## src/logic/lbc_pkg.sv

```systemverilog
// local bus control package: register map, encodings, wait counts
// assumes a single clock domain and an axi4-lite register port
package lbc_pkg;

	// axi4-lite register offsets (byte addresses)
	localparam logic [7:0] OFS_PAGE      = 8'h00;
	localparam logic [7:0] OFS_STATUS    = 8'h04;
	localparam logic [7:0] OFS_CTRL      = 8'h08;
	// status field positions
	localparam int ST_OWNER_LSB  = 0;
	localparam int ST_PARITY_BIT = 2;
	localparam int ST_ATTN_BIT   = 3;
	localparam int ST_SYS_BIT    = 4;
	// control field positions
	localparam int CT_ATTN_EN_BIT = 0;
	localparam int CT_PAR_CLR_BIT = 1;
	localparam int CT_ATTN_CLR_BIT = 2;
	// reset values and response codes
	localparam logic [5:0] PAGE_RESET = 6'h00;
	localparam logic [1:0] RESP_OKAY  = 2'b00;
	localparam logic [1:0] RESP_SLVERR = 2'b10;

	// processor window and io split
	localparam logic [19:0] WINDOW_BASE   = 20'h8_0000;
	localparam logic [19:0] WINDOW_TOP    = 20'hB_FFFF;
	localparam logic [15:0] IO_LOCAL_BASE = 16'h8000;
	localparam logic [15:0] IO_SERIAL_LO  = 16'h8110;
	localparam logic [15:0] IO_SERIAL_HI  = 16'h815F;
	localparam logic [19:0] BOOT_FETCH    = 20'hF_FFF0;
	localparam logic [19:0] PROM_BASE     = 20'hC_0000;

	// wait state counts
	localparam logic [1:0] WS_RAM       = 2'd1;
	localparam logic [1:0] WS_PROM      = 2'd2;
	localparam logic [1:0] WS_SER_WR    = 2'd1;
	localparam logic [1:0] WS_SER_RD    = 2'd3;
	localparam logic [1:0] WS_INTA_1    = 2'd2;
	localparam logic [1:0] WS_INTA_2    = 2'd1;

	// decoded processor status (active-low lines inverted)
	typedef enum logic [2:0] {
		ST_INTA = 3'd0, ST_IO_RD = 3'd1, ST_IO_WR = 3'd2, ST_HALT = 3'd3,
		ST_FETCH = 3'd4, ST_MEM_RD = 3'd5, ST_MEM_WR = 3'd6, ST_IDLE = 3'd7
	} lbc_status_type;

	typedef enum logic [1:0] {
		OWN_NONE = 2'd0, OWN_DMA = 2'd1, OWN_REF = 2'd2, OWN_CPU = 2'd3
	} lbc_owner_type;

	// processor cycle request
	typedef struct packed {
		logic        valid;
		logic [2:0]  cycle_status_n;
		logic [19:0] addr;
		logic        bhe_n;
		logic        second_inta;
	} lbc_cpu_req_type;

	// ram strobes toward local memory
	typedef struct packed {
		logic [3:0] row_n;
		logic [1:0] col_n;
		logic       we_n;
		logic       rom_sel_n;
	} lbc_ram_ctl_type;

endpackage

```

## src/logic/lbc_local_bus_control.sv

```systemverilog
// local bus arbiter, strobe, wait-state, transceiver and memory decode logic
// assumes synchronous inputs and an axi4-lite master
//
// Overview of operation
// - processor, dma and refresh request the local bus
// - one local owner at a time; system access also holds the arbiter
// - priority dma, then refresh, then processor
// - processor io below 8000h goes to system bus
// - system channel attention raises maskable vectored interrupt
// - only the processor drives the system bus
// - system requests pass local arbiter first
// - system transfers 8 or 16 bits
// - local strobes only while processor grant is low
// - status lines give io strobes, memory cycle, write line; data strobe follows processor grant alone
// - wait states only for processor local cycles
// - ram one, prom two, serial write one, serial read three waits
// - serial access extended while recovery wait
// - interrupt acknowledge: first two waits, vector cycle one
// - byte swap only for dma odd memory to io
// - ram write enable held through write cycle
// - column strobes: even, odd, or both for words
// - boot fetch lands at top of prom
// - byte parity error while ram write enable is high raises non-maskable interrupt
// - cycle, write, a15-a19 pick row strobe or prom select
// - refresh grant asserts all four row strobes
// - six-bit write-only page drives system a18-a23
// - 256k window: system = cpu address - 80000h + page * 40000h
`timescale 1ns/1ps
`default_nettype none
module lbc_local_bus_control #(
	parameter int RAM_BLOCK_SHIFT = 15
) (
	input  wire logic                     core_clk_in,
	input  wire logic                     rst_in,
	input  wire logic                     clk_en_in,
	// processor cycle and acknowledge
	input  wire lbc_pkg::lbc_cpu_req_type cpu_req_in,
	output logic                          cpu_ready_out,
	output logic                          cpu_nmi_out,
	output logic                          cpu_intr_out,
	// local requesters
	input  wire logic                     dma_req_in,
	input  wire logic                     dma_done_in,
	input  wire logic                     dma_odd_io_in,
	input  wire logic                     refresh_req_in,
	input  wire logic                     refresh_done_in,
	output logic                          dma_grant_out,
	output logic                          refresh_grant_n_out,
	output logic                          processor_local_grant_n_out,
	// local strobes
	output logic                          io_read_n_out,
	output logic                          io_write_n_out,
	output logic                          local_memory_cycle_n_out,
	output logic                          local_memory_write_n_out,
	output logic                          transceiver_data_strobe_n_out,
	output logic                          byte_swap_out,
	output lbc_pkg::lbc_ram_ctl_type      ram_ctl_out,
	input  wire logic                     serial_recovery_wait_n_in,
	input  wire logic [1:0]               parity_error_in,
	// system bus side
	output logic                          sys_req_out,
	input  wire logic                     sys_done_in,
	output logic [23:0]                   sys_addr_out,
	output logic                          sys_io_out,
	output logic                          sys_wide_out,
	input  wire logic                     sys_attention_in,
	// axi4-lite slave
	input  wire logic [7:0]               s_axi_awaddr,
	input  wire logic                     s_axi_awvalid,
	output logic                          s_axi_awready,
	input  wire logic [31:0]              s_axi_wdata,
	input  wire logic [3:0]               s_axi_wstrb,
	input  wire logic                     s_axi_wvalid,
	output logic                          s_axi_wready,
	output logic [1:0]                    s_axi_bresp,
	output logic                          s_axi_bvalid,
	input  wire logic                     s_axi_bready,
	input  wire logic [7:0]               s_axi_araddr,
	input  wire logic                     s_axi_arvalid,
	output logic                          s_axi_arready,
	output logic [31:0]                   s_axi_rdata,
	output logic [1:0]                    s_axi_rresp,
	output logic                          s_axi_rvalid,
	input  wire logic                     s_axi_rready
);
	import lbc_pkg::*;

	typedef enum {ARB_IDLE, ARB_DMA, ARB_REF, ARB_CPU, ARB_SYS} lbc_arb_type;

	lbc_arb_type     arb_q;
	lbc_status_type  st;
	logic [5:0]      page_q;
	logic [1:0]      wait_q;
	logic            wait_loaded_q;
	logic            parity_q;
	logic            attn_q;
	logic            attn_en_q;
	logic            cycle_is_sys;
	logic            is_mem;
	logic            is_io;
	logic            is_serial;
	logic            in_window;
	logic            in_prom;
	logic [1:0]      wait_base;
	logic [23:0]     sys_addr_d;
	logic            aw_q;
	logic            w_q;
	logic [7:0]      awaddr_q;
	logic [31:0]     wdata_q;
	logic [3:0]      wstrb_q;

	// prom decode: upper quarter of the 1m space
	function automatic logic prom_hit(input logic [19:0] a);
		return a >= PROM_BASE;
	endfunction

	// decode of the current processor cycle
	always_comb begin
		st         = lbc_status_type'(~cpu_req_in.cycle_status_n);
		is_mem     = (st == ST_FETCH) || (st == ST_MEM_RD) || (st == ST_MEM_WR);
		is_io      = (st == ST_IO_RD) || (st == ST_IO_WR);
		in_window  = (cpu_req_in.addr >= WINDOW_BASE) && (cpu_req_in.addr <= WINDOW_TOP);
		in_prom    = prom_hit(cpu_req_in.addr);
		is_serial  = is_io && (cpu_req_in.addr[15:0] >= IO_SERIAL_LO)
			&& (cpu_req_in.addr[15:0] <= IO_SERIAL_HI);
		cycle_is_sys = (is_mem && in_window)
			|| (is_io && (cpu_req_in.addr[15:0] < IO_LOCAL_BASE));
		// per-cycle wait count
		wait_base = 2'd0;
		if (st == ST_INTA) begin
			wait_base = cpu_req_in.second_inta ? WS_INTA_2 : WS_INTA_1;
		end else if (is_mem) begin
			wait_base = in_prom ? WS_PROM : WS_RAM;
		end else if (is_serial) begin
			wait_base = (st == ST_IO_RD) ? WS_SER_RD : WS_SER_WR;
		end
		// system address through the 256k window
		sys_addr_d = {4'h0, cpu_req_in.addr} - {4'h0, WINDOW_BASE}
			+ {page_q, 18'h0_0000};
		if (is_io) begin
			sys_addr_d = {8'h00, cpu_req_in.addr[15:0]};
		end
	end

	// local arbiter: one owner, fixed priority, held until the cycle ends
	always_ff @(posedge core_clk_in) begin
		if (rst_in) begin
			arb_q <= ARB_IDLE;
		end else if (clk_en_in) begin
			case (arb_q)
				ARB_IDLE: begin
					if (dma_req_in) begin
						arb_q <= ARB_DMA;
					end else if (refresh_req_in) begin
						arb_q <= ARB_REF;
					end else if (cpu_req_in.valid && !cpu_ready_out
						&& st != ST_IDLE && st != ST_HALT) begin // ended cycle not retaken
						arb_q <= cycle_is_sys ? ARB_SYS : ARB_CPU;
					end
				end
				ARB_DMA: if (dma_done_in) arb_q <= ARB_IDLE;
				ARB_REF: if (refresh_done_in) arb_q <= ARB_IDLE;
				ARB_CPU: if (cpu_ready_out) arb_q <= ARB_IDLE;
				ARB_SYS: if (sys_done_in) arb_q <= ARB_IDLE;
				default: arb_q <= ARB_IDLE;
			endcase
		end
	end

	// grant outputs, one owner at a time
	always_ff @(posedge core_clk_in) begin
		if (rst_in) begin
			dma_grant_out               <= 1'b0;
			refresh_grant_n_out         <= 1'b1;
			processor_local_grant_n_out <= 1'b1;
		end else if (clk_en_in) begin
			dma_grant_out               <= (arb_q == ARB_DMA);
			refresh_grant_n_out         <= (arb_q != ARB_REF);
			processor_local_grant_n_out <= (arb_q != ARB_CPU);
		end
	end

	// system bus request, processor cycles only
	always_ff @(posedge core_clk_in) begin
		if (rst_in) begin
			sys_req_out  <= 1'b0;
			sys_addr_out <= 24'h00_0000;
			sys_io_out   <= 1'b0;
			sys_wide_out <= 1'b0;
		end else if (clk_en_in) begin
			sys_req_out  <= (arb_q == ARB_SYS) && !sys_done_in;
			sys_addr_out <= sys_addr_d;
			sys_io_out   <= is_io;
			sys_wide_out <= !cpu_req_in.bhe_n && !cpu_req_in.addr[0];
		end
	end

	// wait-state counter for processor local cycles only
	always_ff @(posedge core_clk_in) begin
		if (rst_in) begin
			wait_q        <= 2'd0;
			wait_loaded_q <= 1'b0;
			cpu_ready_out <= 1'b0;
		end else if (clk_en_in) begin
			cpu_ready_out <= 1'b0;
			if (arb_q != ARB_CPU || cpu_ready_out) begin
				wait_loaded_q <= 1'b0;
				cpu_ready_out <= (arb_q == ARB_SYS) && sys_done_in;
			end else if (!wait_loaded_q) begin
				wait_q        <= wait_base;
				wait_loaded_q <= 1'b1;
			end else if (wait_q != 2'd0) begin
				wait_q <= wait_q - 2'd1;
			end else if (!(is_serial && !serial_recovery_wait_n_in)) begin
				cpu_ready_out <= 1'b1;
			end
		end
	end

	// local strobes while the processor holds the bus
	always_ff @(posedge core_clk_in) begin
		if (rst_in) begin
			io_read_n_out                 <= 1'b1;
			io_write_n_out                <= 1'b1;
			local_memory_cycle_n_out      <= 1'b1;
			local_memory_write_n_out      <= 1'b1;
			transceiver_data_strobe_n_out <= 1'b1;
		end else if (clk_en_in) begin
			io_read_n_out  <= !(arb_q == ARB_CPU && st == ST_IO_RD);
			io_write_n_out <= !(arb_q == ARB_CPU && st == ST_IO_WR);
			local_memory_cycle_n_out <= !(arb_q == ARB_CPU && is_mem);
			local_memory_write_n_out <= !(arb_q == ARB_CPU && st == ST_MEM_WR);
			transceiver_data_strobe_n_out <= (arb_q != ARB_CPU);
		end
	end

	// transceiver, column strobes and memory decoder
	always_ff @(posedge core_clk_in) begin
		if (rst_in) begin
			byte_swap_out <= 1'b0;
			ram_ctl_out   <= '{row_n: 4'hF, col_n: 2'b11, we_n: 1'b1, rom_sel_n: 1'b1};
		end else if (clk_en_in) begin
			byte_swap_out <= (arb_q == ARB_DMA) && dma_odd_io_in;
			ram_ctl_out.row_n <= 4'hF;
			ram_ctl_out.col_n <= 2'b11;
			ram_ctl_out.rom_sel_n <= 1'b1;
			ram_ctl_out.we_n <= !(arb_q == ARB_CPU && st == ST_MEM_WR);
			if (arb_q == ARB_REF) begin
				ram_ctl_out.row_n <= 4'h0;
			end else if (arb_q == ARB_CPU && is_mem) begin
				if (in_prom) begin
					ram_ctl_out.rom_sel_n <= 1'b0;
				end else begin
					ram_ctl_out.row_n <= ~(4'h1 << cpu_req_in.addr[RAM_BLOCK_SHIFT +: 2]);
					ram_ctl_out.col_n <= {cpu_req_in.bhe_n, cpu_req_in.addr[0]};
				end
			end
		end
	end

	// sticky parity and attention flags; set wins over software clear
	always_ff @(posedge core_clk_in) begin
		if (rst_in) begin
			parity_q     <= 1'b0;
			attn_q       <= 1'b0;
			cpu_nmi_out  <= 1'b0;
			cpu_intr_out <= 1'b0;
		end else if (clk_en_in) begin
			if (|parity_error_in && !ram_ctl_out.we_n == 1'b0) begin
				parity_q <= 1'b1;
			end else if (aw_q && w_q && awaddr_q == OFS_CTRL && wdata_q[CT_PAR_CLR_BIT]) begin
				parity_q <= 1'b0;
			end
			if (sys_attention_in) begin
				attn_q <= 1'b1;
			end else if (aw_q && w_q && awaddr_q == OFS_CTRL && wdata_q[CT_ATTN_CLR_BIT]) begin
				attn_q <= 1'b0;
			end
			cpu_nmi_out  <= parity_q;
			cpu_intr_out <= attn_q && attn_en_q;
		end
	end

	// axi4-lite write path: address and data latched in either order
	always_ff @(posedge core_clk_in) begin
		if (rst_in) begin
			aw_q          <= 1'b0;
			w_q           <= 1'b0;
			awaddr_q      <= 8'h00;
			wdata_q       <= 32'h0000_0000;
			wstrb_q       <= 4'h0;
			s_axi_bvalid  <= 1'b0;
			s_axi_bresp   <= RESP_OKAY;
			page_q        <= PAGE_RESET;
			attn_en_q     <= 1'b0;
		end else if (clk_en_in) begin
			if (s_axi_awvalid && s_axi_awready) begin
				aw_q     <= 1'b1;
				awaddr_q <= s_axi_awaddr;
			end
			if (s_axi_wvalid && s_axi_wready) begin
				w_q     <= 1'b1;
				wdata_q <= s_axi_wdata;
				wstrb_q <= s_axi_wstrb;
			end
			if (aw_q && w_q) begin
				aw_q         <= 1'b0;
				w_q          <= 1'b0;
				s_axi_bvalid <= 1'b1;
				s_axi_bresp  <= (awaddr_q == OFS_PAGE || awaddr_q == OFS_CTRL)
					? RESP_OKAY : RESP_SLVERR;
				if (awaddr_q == OFS_PAGE && wstrb_q[0]) begin
					page_q <= wdata_q[5:0];
				end
				if (awaddr_q == OFS_CTRL && wstrb_q[0]) begin
					attn_en_q <= wdata_q[CT_ATTN_EN_BIT];
				end
			end else if (s_axi_bvalid && s_axi_bready) begin
				s_axi_bvalid <= 1'b0;
			end
		end
	end

	// write-channel readies: one write under way at a time
	always_ff @(posedge core_clk_in) begin
		if (rst_in) begin
			s_axi_awready <= 1'b0;
			s_axi_wready  <= 1'b0;
		end else if (clk_en_in) begin
			s_axi_awready <= !aw_q && !s_axi_bvalid && !(s_axi_awvalid && s_axi_awready);
			s_axi_wready  <= !w_q && !s_axi_bvalid && !(s_axi_wvalid && s_axi_wready);
		end
	end

	// axi4-lite read path; write-only page reads zero
	always_ff @(posedge core_clk_in) begin
		if (rst_in) begin
			s_axi_arready <= 1'b0;
			s_axi_rvalid  <= 1'b0;
			s_axi_rdata   <= 32'h0000_0000;
			s_axi_rresp   <= RESP_OKAY;
		end else if (clk_en_in) begin
			s_axi_arready <= !s_axi_rvalid && !(s_axi_arvalid && s_axi_arready);
			if (s_axi_arvalid && s_axi_arready) begin
				s_axi_rvalid <= 1'b1;
				s_axi_rresp  <= RESP_OKAY;
				s_axi_rdata  <= 32'h0000_0000;
				case (s_axi_araddr)
					OFS_PAGE: s_axi_rdata <= 32'h0000_0000;
					OFS_STATUS: begin
						s_axi_rdata[ST_OWNER_LSB +: 2] <= (arb_q == ARB_DMA) ? OWN_DMA
							: (arb_q == ARB_REF) ? OWN_REF
							: (arb_q == ARB_CPU) ? OWN_CPU : OWN_NONE;
						s_axi_rdata[ST_PARITY_BIT] <= parity_q;
						s_axi_rdata[ST_ATTN_BIT]   <= attn_q;
						s_axi_rdata[ST_SYS_BIT]    <= (arb_q == ARB_SYS);
					end
					OFS_CTRL: s_axi_rdata[CT_ATTN_EN_BIT] <= attn_en_q;
					default: s_axi_rresp <= RESP_SLVERR;
				endcase
			end else if (s_axi_rvalid && s_axi_rready) begin
				s_axi_rvalid <= 1'b0;
			end
		end
	end

endmodule
`default_nettype wire

```

## config.mk

```make
export PLATFORM = sky130hd
export DESIGN_NAME = lbc_local_bus_control
export DESIGN_NICKNAME = d
export VERILOG_FILES = /design/src/logic/lbc_pkg.sv /design/src/logic/lbc_local_bus_control.sv
export SDC_FILE = /design/constraint.sdc
export NUM_CORES = 1
export LEC_CHECK = 0
export BUFFER_PORTS_ARGS = -buffer_cell sky130_fd_sc_hd__buf_2
export CAP_MARGIN = 20
export CORE_MARGIN = 2
export CORE_UTILIZATION = 34
export DETAILED_ROUTE_END_ITERATION = 16
export HOLD_SLACK_MARGIN = 0.06
export PLACE_DENSITY = 0.71
export SLEW_MARGIN = 20
export SYNTH_ARGS = -nofsm -noshare
export SYNTH_HDL_FRONTEND = slang
export SYNTH_SLANG_ARGS = --single-unit
```

## constraint.sdc

```tcl
create_clock -name core_clk_in -period 2.8 [get_ports core_clk_in]
set_clock_uncertainty 0.05 [all_clocks]
set_input_delay 0.14 -clock core_clk_in [delete_from_list [all_inputs] [get_ports core_clk_in]]
set_output_delay 0.14 -clock core_clk_in [all_outputs]
set_load 0.05 [all_outputs]
```

==> summary.md, run 1 <==
| Metric | Value |
|---|---|
| Sum of negative setup slack | 0 ns |
| End point of the most critical hold path | ram_ctl_out[3] |
| Number of cells on the worst reg-to-reg path | 4 |
| Finish-stage setup viols | 0 |
| Horizontal extent of the die | 115.7 µm |
| Wire length on met3 | 614 µm |
| Final total power | between 3 and 4 mW |
| Number of global-route vias before repair | roughly 3800 |
| Static Leakage | between 2 and 2.5 nW |
| Part of the Yosys area used for sequential elements | 0.4199 |
| Initial antenna violation count | 0 |
| HPWL after detailed placement | roughly 8.2 mm |
| Crit-path max cell delay | a little over 0.7 ns |
| Setup repair after global routing missed its margin | no |
| Min-Delay Path Class | primary input to register |
| Instance area at placement | ~0.0048 mm² |
| Pre-CTS worst setup slack | approximately 0.81 ns |
| Hold_sp | cpu_req_in[1] |
| Launch instance of the worst register-to-register path | arb_q[0] |
| Port buffer count | between 100 and 150 |
| Final std cell area, no fill | between 0.005 and 0.006 mm² |
| Number of top-level pins | 184 |
| Core Footprint | approximately 0.012 mm² |
| Number of enable flip-flop cells after synthesis | 0 |
| Number of buffers inserted during clock tree synthesis | 9 |
| Deepest level of the CTS H-tree | 3 |
| Count of synthesis-stage warnings from yosys | 0 |
| Total routed wire length on the met1 layer | between 4 and 5 mm |
| CP arrival | 2.19 ns |
| Count of non-filler cells in the finished layout | 793 |
| Die area | between 0.01 and 0.015 mm² |
| TritonCTS clock tree | built |
| Type of origin of the critical path | register |
| Initial core utilization | 0.3503 |
| WHS Path Cells | 3 |
| Final Net Count | 723 |
| Resized cells post-CTS | 0 |
| Post-synthesis async set-or-reset flop share | 0 |
| Clk pin slew, worst setup/hold paths | 0.07 ns |
| Cell count after synthesis | 477 |
| Number of cell rows | 40 |
| Cell Pwr Density | 556.8 mW/mm² |
| Total GRT Usage | 0.1732 |
| Max-slew violation count | 0 |
| Ratio of routed vias to standard cells | 4.987 |
| Final Hold Vio Count | 0 |
| Setup slack after layout | 0.8028 ns |
| Initial DRC Count | 183 |
| Remaining routing DRC violations | 0 |
| Fin crit period | between 1.5 and 2 ns |
| Maximum fanout along the worst path | 11 |
| Via count | about 4000 |
| RD Place Congestion | between 0.8 and 0.9 |
| Commonest cells post-synth | sky130_fd_sc_hd__dfxtp_1, sky130_fd_sc_hd__nor2_1, sky130_fd_sc_hd__nand2_1, sky130_fd_sc_hd__a21oi_1, sky130_fd_sc_hd__mux2i_1 |
| Slowest cell on the critical path | sky130_fd_sc_hd__nor4_1 |
| Yosys reg bits | between 80 and 90 |
| Wire length of the first global-routing pass | approximately 18 mm |
| Highest clock rate | between 0.5 and 0.6 GHz |
| DP Cell Count | around 740 |
| Worst-skew pair later-pin latency | between 0.3 and 0.4 ns |
| Worst r2r dst | ram_ctl_out[7] |
| Avg Synthesized Cell Area | ~8.9 µm² |
| CP Class | register to register |
| Hold_ws | roughly 0.074 ns |
| Outcome | finished clean |
| Largest voltage drop on the vdd net | roughly 330 µV |
| Most used DFF post-synth | sky130_fd_sc_hd__dfxtp_1 |
| Maximum number of pins on one net before global-route repair | 55 |
| Layout cell share with drive strength beyond 1 | 0.2592 |
| Final Util | 0.4504 |
| Remaining Overflow, GRT | 0 |
| Final period utilization | 0.7133 |
| Max clock buf depth | 2 |
| Count of unique library cells instantiated by Yosys | 65 |
| Measured slew at the worst slew-check pin | ~0.9 ns |
| Max-capacitance violation count | 0 |
| Reg-to-reg setup timing slack | ~0.80 ns |
| CP endpoint kind | register |
| Cell type with the highest aggregate area in the netlist | sky130_fd_sc_hd__dfxtp_1 |
| Clock root buffer master | sky130_fd_sc_hd__clkbuf_16 |
| Area share of the largest cell type after synthesis | 0.4199 |
| Filler cell count in the final layout | ~1200 |
| Number of nets still failing antenna checks after routing | 0 |
| Routed len/inst | between 10 and 15 µm |
| Detailed Route WL | between 10 and 15 mm |
| Top routing layer in use | met4 |
| Crit path cell chain | nand3b_1, nor4_1, a31oi_1, a211o_1 |
| Die span in y | about 120 µm |
| Top-count cell post-synth | sky130_fd_sc_hd__dfxtp_1 |
| Mapped cell area | 0.004243 mm² |
| Met2 wire len | between 5 and 6 mm |
| Worst max-slew margin expressed relative to the limit | 0.3938 |
| DR pass1 iterations | 4 |
| Number of clock sinks seen by CTS | between 80 and 90 |
| Area growth from synthesis to layout | 28.58% |
| Required time of the critical path | ~3 ns |
| Ranking of synthesized cells by area | sky130_fd_sc_hd__dfxtp_1, sky130_fd_sc_hd__mux2i_1, sky130_fd_sc_hd__buf_4 |
| Diode insertion count for antenna repair | 0 |
## registers in the layout (all words and copies together) (netlist names), 2 cells and up
name          cells
sys_addr_out     24
page_q            6
s_axi_rdata       5
ram_ctl_out       8
arb_q             3
awaddr_q          8
wdata_q           6
wait_q            2
## worst max-delay path by stage
stage / start / to / slack [ns] / cells after the start
after floorplan: s_axi_arready / s_axi_rdata[0] / 1.0 / 4
after global placement: arb_q[2] / ram_ctl_out[7] / 0.94 / 4
after detailed placement: arb_q[2] / ram_ctl_out[7] / 0.81 / 4
after CTS: arb_q[2] / ram_ctl_out[7] / 0.81 / 4
after global routing: arb_q[1] / ram_ctl_out[2] / 0.54 / 4
final: arb_q[0] / ram_ctl_out[7] / 0.80 / 4
## worst max-delay path: cells and delay by family (launching register included)
kind / cells / cell delay, ns
AOI/OAI and AO/OA: 2 / 0.43
DFF: 1 / 0.53
and+or+nand+nor: 2 / 0.89
## routing by layer
layer,vias to the layer above,track usage
li1,1908,-
met1,1867,0.2039
met2,145,0.2904
met3,35,0.04759
met4,0,0.08730
met5,-,0
## placed cells by master, fill, tap and decap left out, types with 4 or more instances in the layout
master,synthesis,layout
sky130_fd_sc_hd__buf_2,6,125
sky130_fd_sc_hd__dfxtp_1,89,89
sky130_fd_sc_hd__nor2_1,54,54
sky130_fd_sc_hd__nand2_1,40,40
sky130_fd_sc_hd__a21oi_1,36,36
sky130_fd_sc_hd__dlygate4sd3_1,0,34
sky130_fd_sc_hd__mux2i_1,33,33
sky130_fd_sc_hd__conb_1,1,29
sky130_fd_sc_hd__inv_1,17,17
sky130_fd_sc_hd__nand3_1,15,15
sky130_fd_sc_hd__o21ai_0,14,14
sky130_fd_sc_hd__nor3_1,9,9
sky130_fd_sc_hd__clkbuf_16,0,9
sky130_fd_sc_hd__nor4_1,8,8
sky130_fd_sc_hd__ha_1,6,6
sky130_fd_sc_hd__a31oi_1,5,5
sky130_fd_sc_hd__a211o_1,4,4
sky130_fd_sc_hd__nand4b_1,4,4
sky130_fd_sc_hd__nor2b_1,4,4
sky130_fd_sc_hd__o21a_1,4,4
sky130_fd_sc_hd__nor3b_1,4,4
## report_power, final
group | internal, mW | leakage [nW] | switching [mW]
Sequential | 1.31 | 0.726 | 0.0359
Clock | 0.609 | 0.137 | 0.520
Combinational | 0.169 | 1.60 | 0.390
## area by class of cell
type | count | area (µm²) | share of cell area
multi-input cells | 340 | 2113 | 0.3874
flip-flops and latches | 89 | 1782 | 0.3266
repair buffers | 163 | 1008 | 0.1849
clock buffers | 9 | 225.2 | 0.04128
well taps | 168 | 210.2 | 0.03853
inverters | 17 | 63.81 | 0.01170
clock inverters | 7 | 52.55 | 0.009633
## kinds of logic after synthesis
family | share of synthesized area
compound gates | 0.1510
xor+xnor | 0.006194
fa+ha+maj | 0.02241
buf+inv | 0.1068
flops | 0.4199
mux | 0.07785
other cells | 0.0008838
simple gates | 0.2150
## repair_timing
item                                    CTS  global route
endpoints found under the setup margin    0             0
hold buffers                             34             0
hold endpoints to repair                 34             0
setup buffers                             0             0
Note: power is estimated with default switching activity, not from simulation.
==> inputs of run 2 (changes only) <==
--- a/config.mk
+++ b/config.mk
@@ -11,7 +11,7 @@
 export CORE_UTILIZATION = 34
 export DETAILED_ROUTE_END_ITERATION = 16
 export HOLD_SLACK_MARGIN = 0.06
-export PLACE_DENSITY = 0.71
+export PLACE_DENSITY = 0.73
 export SLEW_MARGIN = 20
 export SYNTH_ARGS = -nofsm -noshare
 export SYNTH_HDL_FRONTEND = slang
==> constraint.sdc (replaced) <==
create_clock -name core_clk_in -period 1.8 [get_ports core_clk_in]
set_clock_uncertainty 0.05 [all_clocks]
set_input_delay 0.09 -clock core_clk_in [delete_from_list [all_inputs] [get_ports core_clk_in]]
set_output_delay 0.09 -clock core_clk_in [all_outputs]
set_load 0.05 [all_outputs]
==> run 2 against run 1 <==
Effect of this change: first-iteration DRC count shrank 15%; die area unchanged; sequential share of layout area is 1.6 points lower.
==> summary.md, run 2 (synthesized netlist as in run 1, its figures left out) <==
| Metric | Value |
|---|---|
| Outcome | finished clean |
| Wire length of the first global-routing pass | a little under 20 mm |
| Remaining routing DRC violations | 0 |
| TritonCTS clock tree | built |
| Sw frac | 0.3098 |
| Number of global-route vias before repair | 4067 |
| Instance area at placement | about 0.0050 mm² |
| Initial antenna violation count | 0 |
| Worst max-slew margin expressed relative to the limit | 0.6231 |
| Final Hold Vio Count | 0 |
| Switch Pwr | ~1.5 mW |
| Maximum fanout along the worst path | 3 |
| Max-slew violation count | 0 |
| Min-Delay Path Class | primary input to register |
| Sequential fraction of design power | 0.438 |
| CP arrival | slightly below 2 ns |
| Number of nets still failing antenna checks after routing | 0 |
| Die span in y | between 100 and 150 µm |
| Finish-stage setup viols | 0 |
| Max clock buf depth | 2 |
| Maximum number of pins on one net before global-route repair | 34 |
| Number of buffers inserted during clock tree synthesis | 9 |
| Via count | 4050 |
| Routed len/inst | about 15 µm |
| DR pass1 iterations | 4 |
| FF+latch area | ~0.0018 mm² |
| Deepest level of the CTS H-tree | 3 |
| Remaining Overflow, GRT | 0 |
| Diode insertion count for antenna repair | 0 |
| Number of flip-flops in the largest register | 24 |
| Layout cell share with drive strength beyond 1 | 0.2931 |
| Register ranked first by flip-flop count | sys_addr_out |
| Commonest non-fill, non-tap cell in the layout | sky130_fd_sc_hd__buf_2 |
| Setup repair after global routing missed its margin | yes |
| Number of cells on the worst reg-to-reg path | 5 |
| Worst-skew pair later-pin latency | about 0.34 ns |
| Die area | 0.01339 mm² |
| Largest registers | sys_addr_out (24), awaddr_q (8), ram_ctl_out (8) |
| Horizontal extent of the die | about 120 µm |
| Measured slew at the worst slew-check pin | roughly 0.56 ns |
| Cell Pwr Density | 831.2 mW/mm² |
| Clk pin slew, worst setup/hold paths | 0.07 ns |
| Initial DRC Count | approximately 160 |
| CP endpoint kind | register |
| Max-capacitance violation count | 0 |
| Number of top-level pins | roughly 180 |
| Power Internal | 3.298 mW |
| Number of cell rows | 40 |
| Filler cell count in the final layout | around 1200 |
| Clock network fraction of total power | 0.365 |
| Clock root buffer master | sky130_fd_sc_hd__clkbuf_16 |
| Final Net Count | between 700 and 800 |
| Core Footprint | between 0.01 and 0.015 mm² |
| Commonest cells after routing, fill and taps aside | sky130_fd_sc_hd__buf_2, sky130_fd_sc_hd__dfxtp_1, sky130_fd_sc_hd__nor2_1 |
| Number of clock sinks seen by CTS | between 80 and 90 |
| Share of power burned in combinational logic | 0.197 |
| Ratio of routed vias to standard cells | 4.921 |
| Initial core utilization | 0.3503 |
| Fin crit period | about 1.8 ns |
| WHS Path Cells | 3 |
| Area occupied by multi-input gates | around 0.0022 mm² |
| Highest clock rate | about 0.57 GHz |
| RD Place Congestion | about 0.79 |
| Detailed Route WL | between 10 and 15 mm |
| Total GRT Usage | 0.1830 |
| Largest voltage drop on the vdd net | roughly 470 µV |
| Hold_ws | slightly above 0.08 ns |
| CP Class | register to register |
| HPWL after detailed placement | approximately 8.6 mm |
| Final period utilization | 0.9801 |
| Static Leakage | between 2 and 3 nW |
| Type of origin of the critical path | register |
| Area growth from synthesis to layout | 35.51% |
| Port buffer count | between 100 and 150 |
| Required time of the critical path | around 2.0 ns |
| Final std cell area, no fill | 0.005749 mm² |
run 2: timing repair:
action | 4_1_cts | 5_1_grt
hold endpoints to repair | 44 | 0
endpoints found under the setup margin | 1 | 11
buffers inserted | 0 | 1
resized for setup | 1 | 11
hold buffers | 43 | 0
pin swaps | 1 | 8
run 2: routing by layer:
metal  GRT usage  wire length [µm]  vias up
met1      0.2259              5157     1927
li1            -                 -     1966
met3     0.03400               619       30
met5           0                 0        -
met2      0.3103              5986      127
met4     0.08413               355        0
run 2: area by class of cell:
class	count	area share
multi-input combinational	340	0.3778
sequential	89	0.3103
timing repair buffer	193	0.2163
clock buffer	11	0.04048
tap	168	0.03656
inverter	17	0.01110
clock inverter	5	0.007399
run 2: critical path, cell delays in order (launching register included):
cell and delay [ns]:
sky130_fd_sc_hd__dfxtp_1 0.38, sky130_fd_sc_hd__ha_1 0.26, sky130_fd_sc_hd__a211o_1 0.31, sky130_fd_sc_hd__a211oi_1 0.31
sky130_fd_sc_hd__nor2_1 0.09, sky130_fd_sc_hd__a211o_1 0.26
run 2: worst paths after layout:
path | start | endpoint | slack (ns)
max | page_q[1] | sys_addr_out[23] | 0.04
min | s_axi_araddr[3] | s_axi_rresp[1] | 0.08
min reg2reg | awaddr_q[1] | awaddr_q[1] | 0.41
max reg2reg | page_q[1] | sys_addr_out[23] | 0.04
run 2: power by group through the flow:
stage | clock [mW] | combinational (mW) | sequential [mW]
global route | 1.89 | 1.01 | 2.10
finish | 1.75 | 0.940 | 2.09
global placement | 0 | 0.829 | 2.13
detailed placement | 0 | 0.846 | 2.14
CTS | 1.79 | 0.919 | 2.09
floorplan | 0 | 0.476 | 2.32
run 2: stage by stage:
stage	setup TNS (ns)	setup slack, ns	total power, mW	utilization	std cells
6_report	0	0.03590	4.779	0.4747	823
3_3_place_gp	0	0.08152	2.962	0.4108	763
2_1_floorplan	0	0.04866	2.793	-	505
5_1_grt	-0.07157	-0.04617	4.997	0.4747	823
4_1_cts	0	0.008689	4.800	0.4693	822
3_5_place_dp	0	0.01883	2.983	0.4108	763
==> inputs of run 3 (changes only) <==
--- a/config.mk
+++ b/config.mk
@@ -11,7 +11,7 @@
 export CORE_UTILIZATION = 34
 export DETAILED_ROUTE_END_ITERATION = 16
 export HOLD_SLACK_MARGIN = 0.06
-export PLACE_DENSITY = 0.73
+export PLACE_DENSITY = 0.71
 export SLEW_MARGIN = 20
 export SYNTH_ARGS = -nofsm -noshare
 export SYNTH_HDL_FRONTEND = slang
==> constraint.sdc (replaced) <==
create_clock -name core_clk_in -period 2 [get_ports core_clk_in]
set_clock_uncertainty 0.05 [all_clocks]
set_input_delay 0.1 -clock core_clk_in [delete_from_list [all_inputs] [get_ports core_clk_in]]
set_output_delay 0.1 -clock core_clk_in [all_outputs]
set_load 0.05 [all_outputs]
==> run 3 against run 2 <==
Effect of this change: register-to-register slack gained 0.13 ns; fmax shrank 3.9%; sequential share of layout area grew 0.63 points; highest routed layer unchanged; cell area shrank 2.1%; power shrank 9.6%.
==> summary.md, run 3 (synthesized netlist as in run 1, its figures left out) <==
| Metric | Value |
|---|---|
| Clock root buffer master | sky130_fd_sc_hd__clkbuf_16 |
| Combined buffer and inverter count along the critical path | 0 |
| Wire length of the first global-routing pass | roughly 19 mm |
| Diode insertion count for antenna repair | 0 |
| Setup slack after layout | roughly 0.16 ns |
| RD Place Congestion | slightly below 0.9 |
| Sum of negative setup slack | 0 ns |
| Number of top-level pins | 184 |
| Number of cell rows | 40 |
| Number of buffers inserted during clock tree synthesis | 9 |
| Detailed Route WL | between 10 and 15 mm |
| Number of global-route vias before repair | 3986 |
| Initial antenna violation count | 0 |
| CP arrival | about 2 ns |
| Maximum fanout along the worst path | 11 |
| Number of clock sinks seen by CTS | 89 |
| Commonest non-fill, non-tap cell in the layout | sky130_fd_sc_hd__buf_2 |
| Total GRT Usage | 0.1784 |
| DR pass1 iterations | 5 |
| Min-Delay Path Class | primary input to register |
| Initial core utilization | 0.3503 |
| Outcome | finished clean |
| Family with the most delay on the worst path | simple AND/OR/NAND/NOR gates |
| Crit-path max cell delay | ~0.57 ns |
| Static Leakage | approximately 2.6 nW |
| Via count | just under 4000 |
| Final std cell area, no fill | ~0.0056 mm² |
| Ratio of routed vias to standard cells | around 4.9 |
| Hold_ws | between 0.06 and 0.07 ns |
| Instance area at placement | ~0.0049 mm² |
| Crit path cell chain | or4_1, a311oi_2, or3_4, o41ai_1 |
| Launch instance of the worst register-to-register path | arb_q[1] |
| Core Footprint | ~0.012 mm² |
| Final period utilization | 0.9180 |
| CP endpoint kind | register |
| Number of flip-flops in the largest register | 24 |
| Final Net Count | ~740 |
| Reg-to-reg setup timing slack | ~0.16 ns |
| Clk pin slew, worst setup/hold paths | 0.07 ns |
| Die area | 0.01339 mm² |
| Port buffer count | about 130 |
| Max clock buf depth | 2 |
| Cell Pwr Density | roughly 770 mW/mm² |
| Remaining routing DRC violations | 0 |
| Largest voltage drop on the vdd net | between 500 and 600 µV |
| Remaining Overflow, GRT | 0 |
| Filler cell count in the final layout | between 1000 and 1500 |
| Die span in y | 115.7 µm |
| Required time of the critical path | roughly 2.2 ns |
| HPWL after detailed placement | 8.583 mm |
| Highest clock rate | around 0.54 GHz |
| Number of nets still failing antenna checks after routing | 0 |
| Maximum number of pins on one net before global-route repair | 29 |
| Final Hold Vio Count | 0 |
| WHS Path Cells | 2 |
| Initial DRC Count | roughly 180 |
| Register ranked first by flip-flop count | sys_addr_out |
| Deepest level of the CTS H-tree | 3 |
| Horizontal extent of the die | 115.7 µm |
| Commonest cells after routing, fill and taps aside | sky130_fd_sc_hd__buf_2, sky130_fd_sc_hd__dfxtp_1, sky130_fd_sc_hd__nor2_1 |
| Setup repair after global routing missed its margin | no |
| TritonCTS clock tree | built |
| Measured slew at the worst slew-check pin | approximately 0.71 ns |
| Slowest cell on the critical path | sky130_fd_sc_hd__or4_1 |
| Hold_sp | rst_in |
| Fin crit period | approximately 1.8 ns |
| Worst r2r dst | arb_q[1] |
| Finish-stage setup viols | 0 |
| Worst-skew pair later-pin latency | between 0.3 and 0.4 ns |
| End point of the most critical hold path | sys_addr_out[11] |
| Number of cells on the worst reg-to-reg path | 4 |
| Worst max-slew margin expressed relative to the limit | 0.5239 |
| Type of origin of the critical path | register |
| Routed len/inst | 14.38 µm |
| Layout cell share with drive strength beyond 1 | 0.2667 |
| Max-slew violation count | 0 |
| Pre-CTS worst setup slack | ~0.13 ns |
| Max-capacitance violation count | 0 |
| CP Class | register to register |
| Final total power | 4.318 mW |
| Area growth from synthesis to layout | 32.62% |
| Largest registers | sys_addr_out (24), awaddr_q (8), ram_ctl_out (8) |
## run 3: cell count changes in the layout (fill, tap and decap cells not counted), sizes merged
cell	change
buf	-11
inv	+4
clkbuf	-2
clkinv	-2
dlygate4sd3	+1
## run 3: worst register-to-register path, cell delays in order, from the launching register on
cell and delay, ns:
sky130_fd_sc_hd__dfxtp_1 0.40, sky130_fd_sc_hd__or4_1 0.57, sky130_fd_sc_hd__a311oi_2 0.39, sky130_fd_sc_hd__or3_4 0.22, sky130_fd_sc_hd__o41ai_1 0.07
## run 3: repair_timing
item / CTS / global route
gates resized for setup: 0 / 0
hold endpoints to repair: 44 / 0
buffers inserted: 0 / 0
endpoints found under the setup margin: 0 / 0
hold buffers: 44 / 0
## run 3: layer usage
metal | share of wire | vias up | routed length, µm | track usage
met2 | 0.50 | 137 | 5849 | 0.3060
met3 | 0.051 | 30 | 599 | 0.03347
met1 | 0.42 | 1830 | 4865 | 0.2142
met4 | 0.032 | 0 | 373 | 0.08889
met5 | 0 | - | 0 | 0
li1 | - | 1955 | - | -
## run 3: final cells by class
type | count | area, µm² | area share
timing repair buffer | 183 | 1171 | 0.2081
clock buffer | 9 | 225.2 | 0.04003
tap | 168 | 210.2 | 0.03736
sequential | 89 | 1782 | 0.3167
inverter | 17 | 63.81 | 0.01134
clock inverter | 7 | 61.31 | 0.01090
multi-input combinational | 340 | 2113 | 0.3756
## run 3: how the worst max path moves through the flow
stage                         startpoint               end  slack, ns  cells past startpoint
after floorplan            s_axi_arready    s_axi_rdata[0]       0.20                      4
after global placement    cpu_req_in[21]  sys_addr_out[23]       0.20                      7
after detailed placement  cpu_req_in[21]  sys_addr_out[23]       0.13                      7
after CTS                      page_q[0]  sys_addr_out[22]       0.17                      7
after global routing           page_q[0]  sys_addr_out[22]       0.03                      7
final                           arb_q[1]          arb_q[1]       0.16                      4
## run 3: power by group
group | internal (mW) | switching, mW | total (mW)
registers | 1.84 | 0.0456 | 1.88
clock network | 0.868 | 0.753 | 1.62
logic | 0.258 | 0.555 | 0.812
total | 2.96 | 1.35 | 4.32
## run 3: stage by stage
step | util | instances
2_1_floorplan | - | 505
3_3_place_gp | 0.4045 | 753
3_5_place_dp | 0.4045 | 753
4_1_cts | 0.4646 | 813
5_1_grt | 0.4646 | 813
6_report | 0.4646 | 813
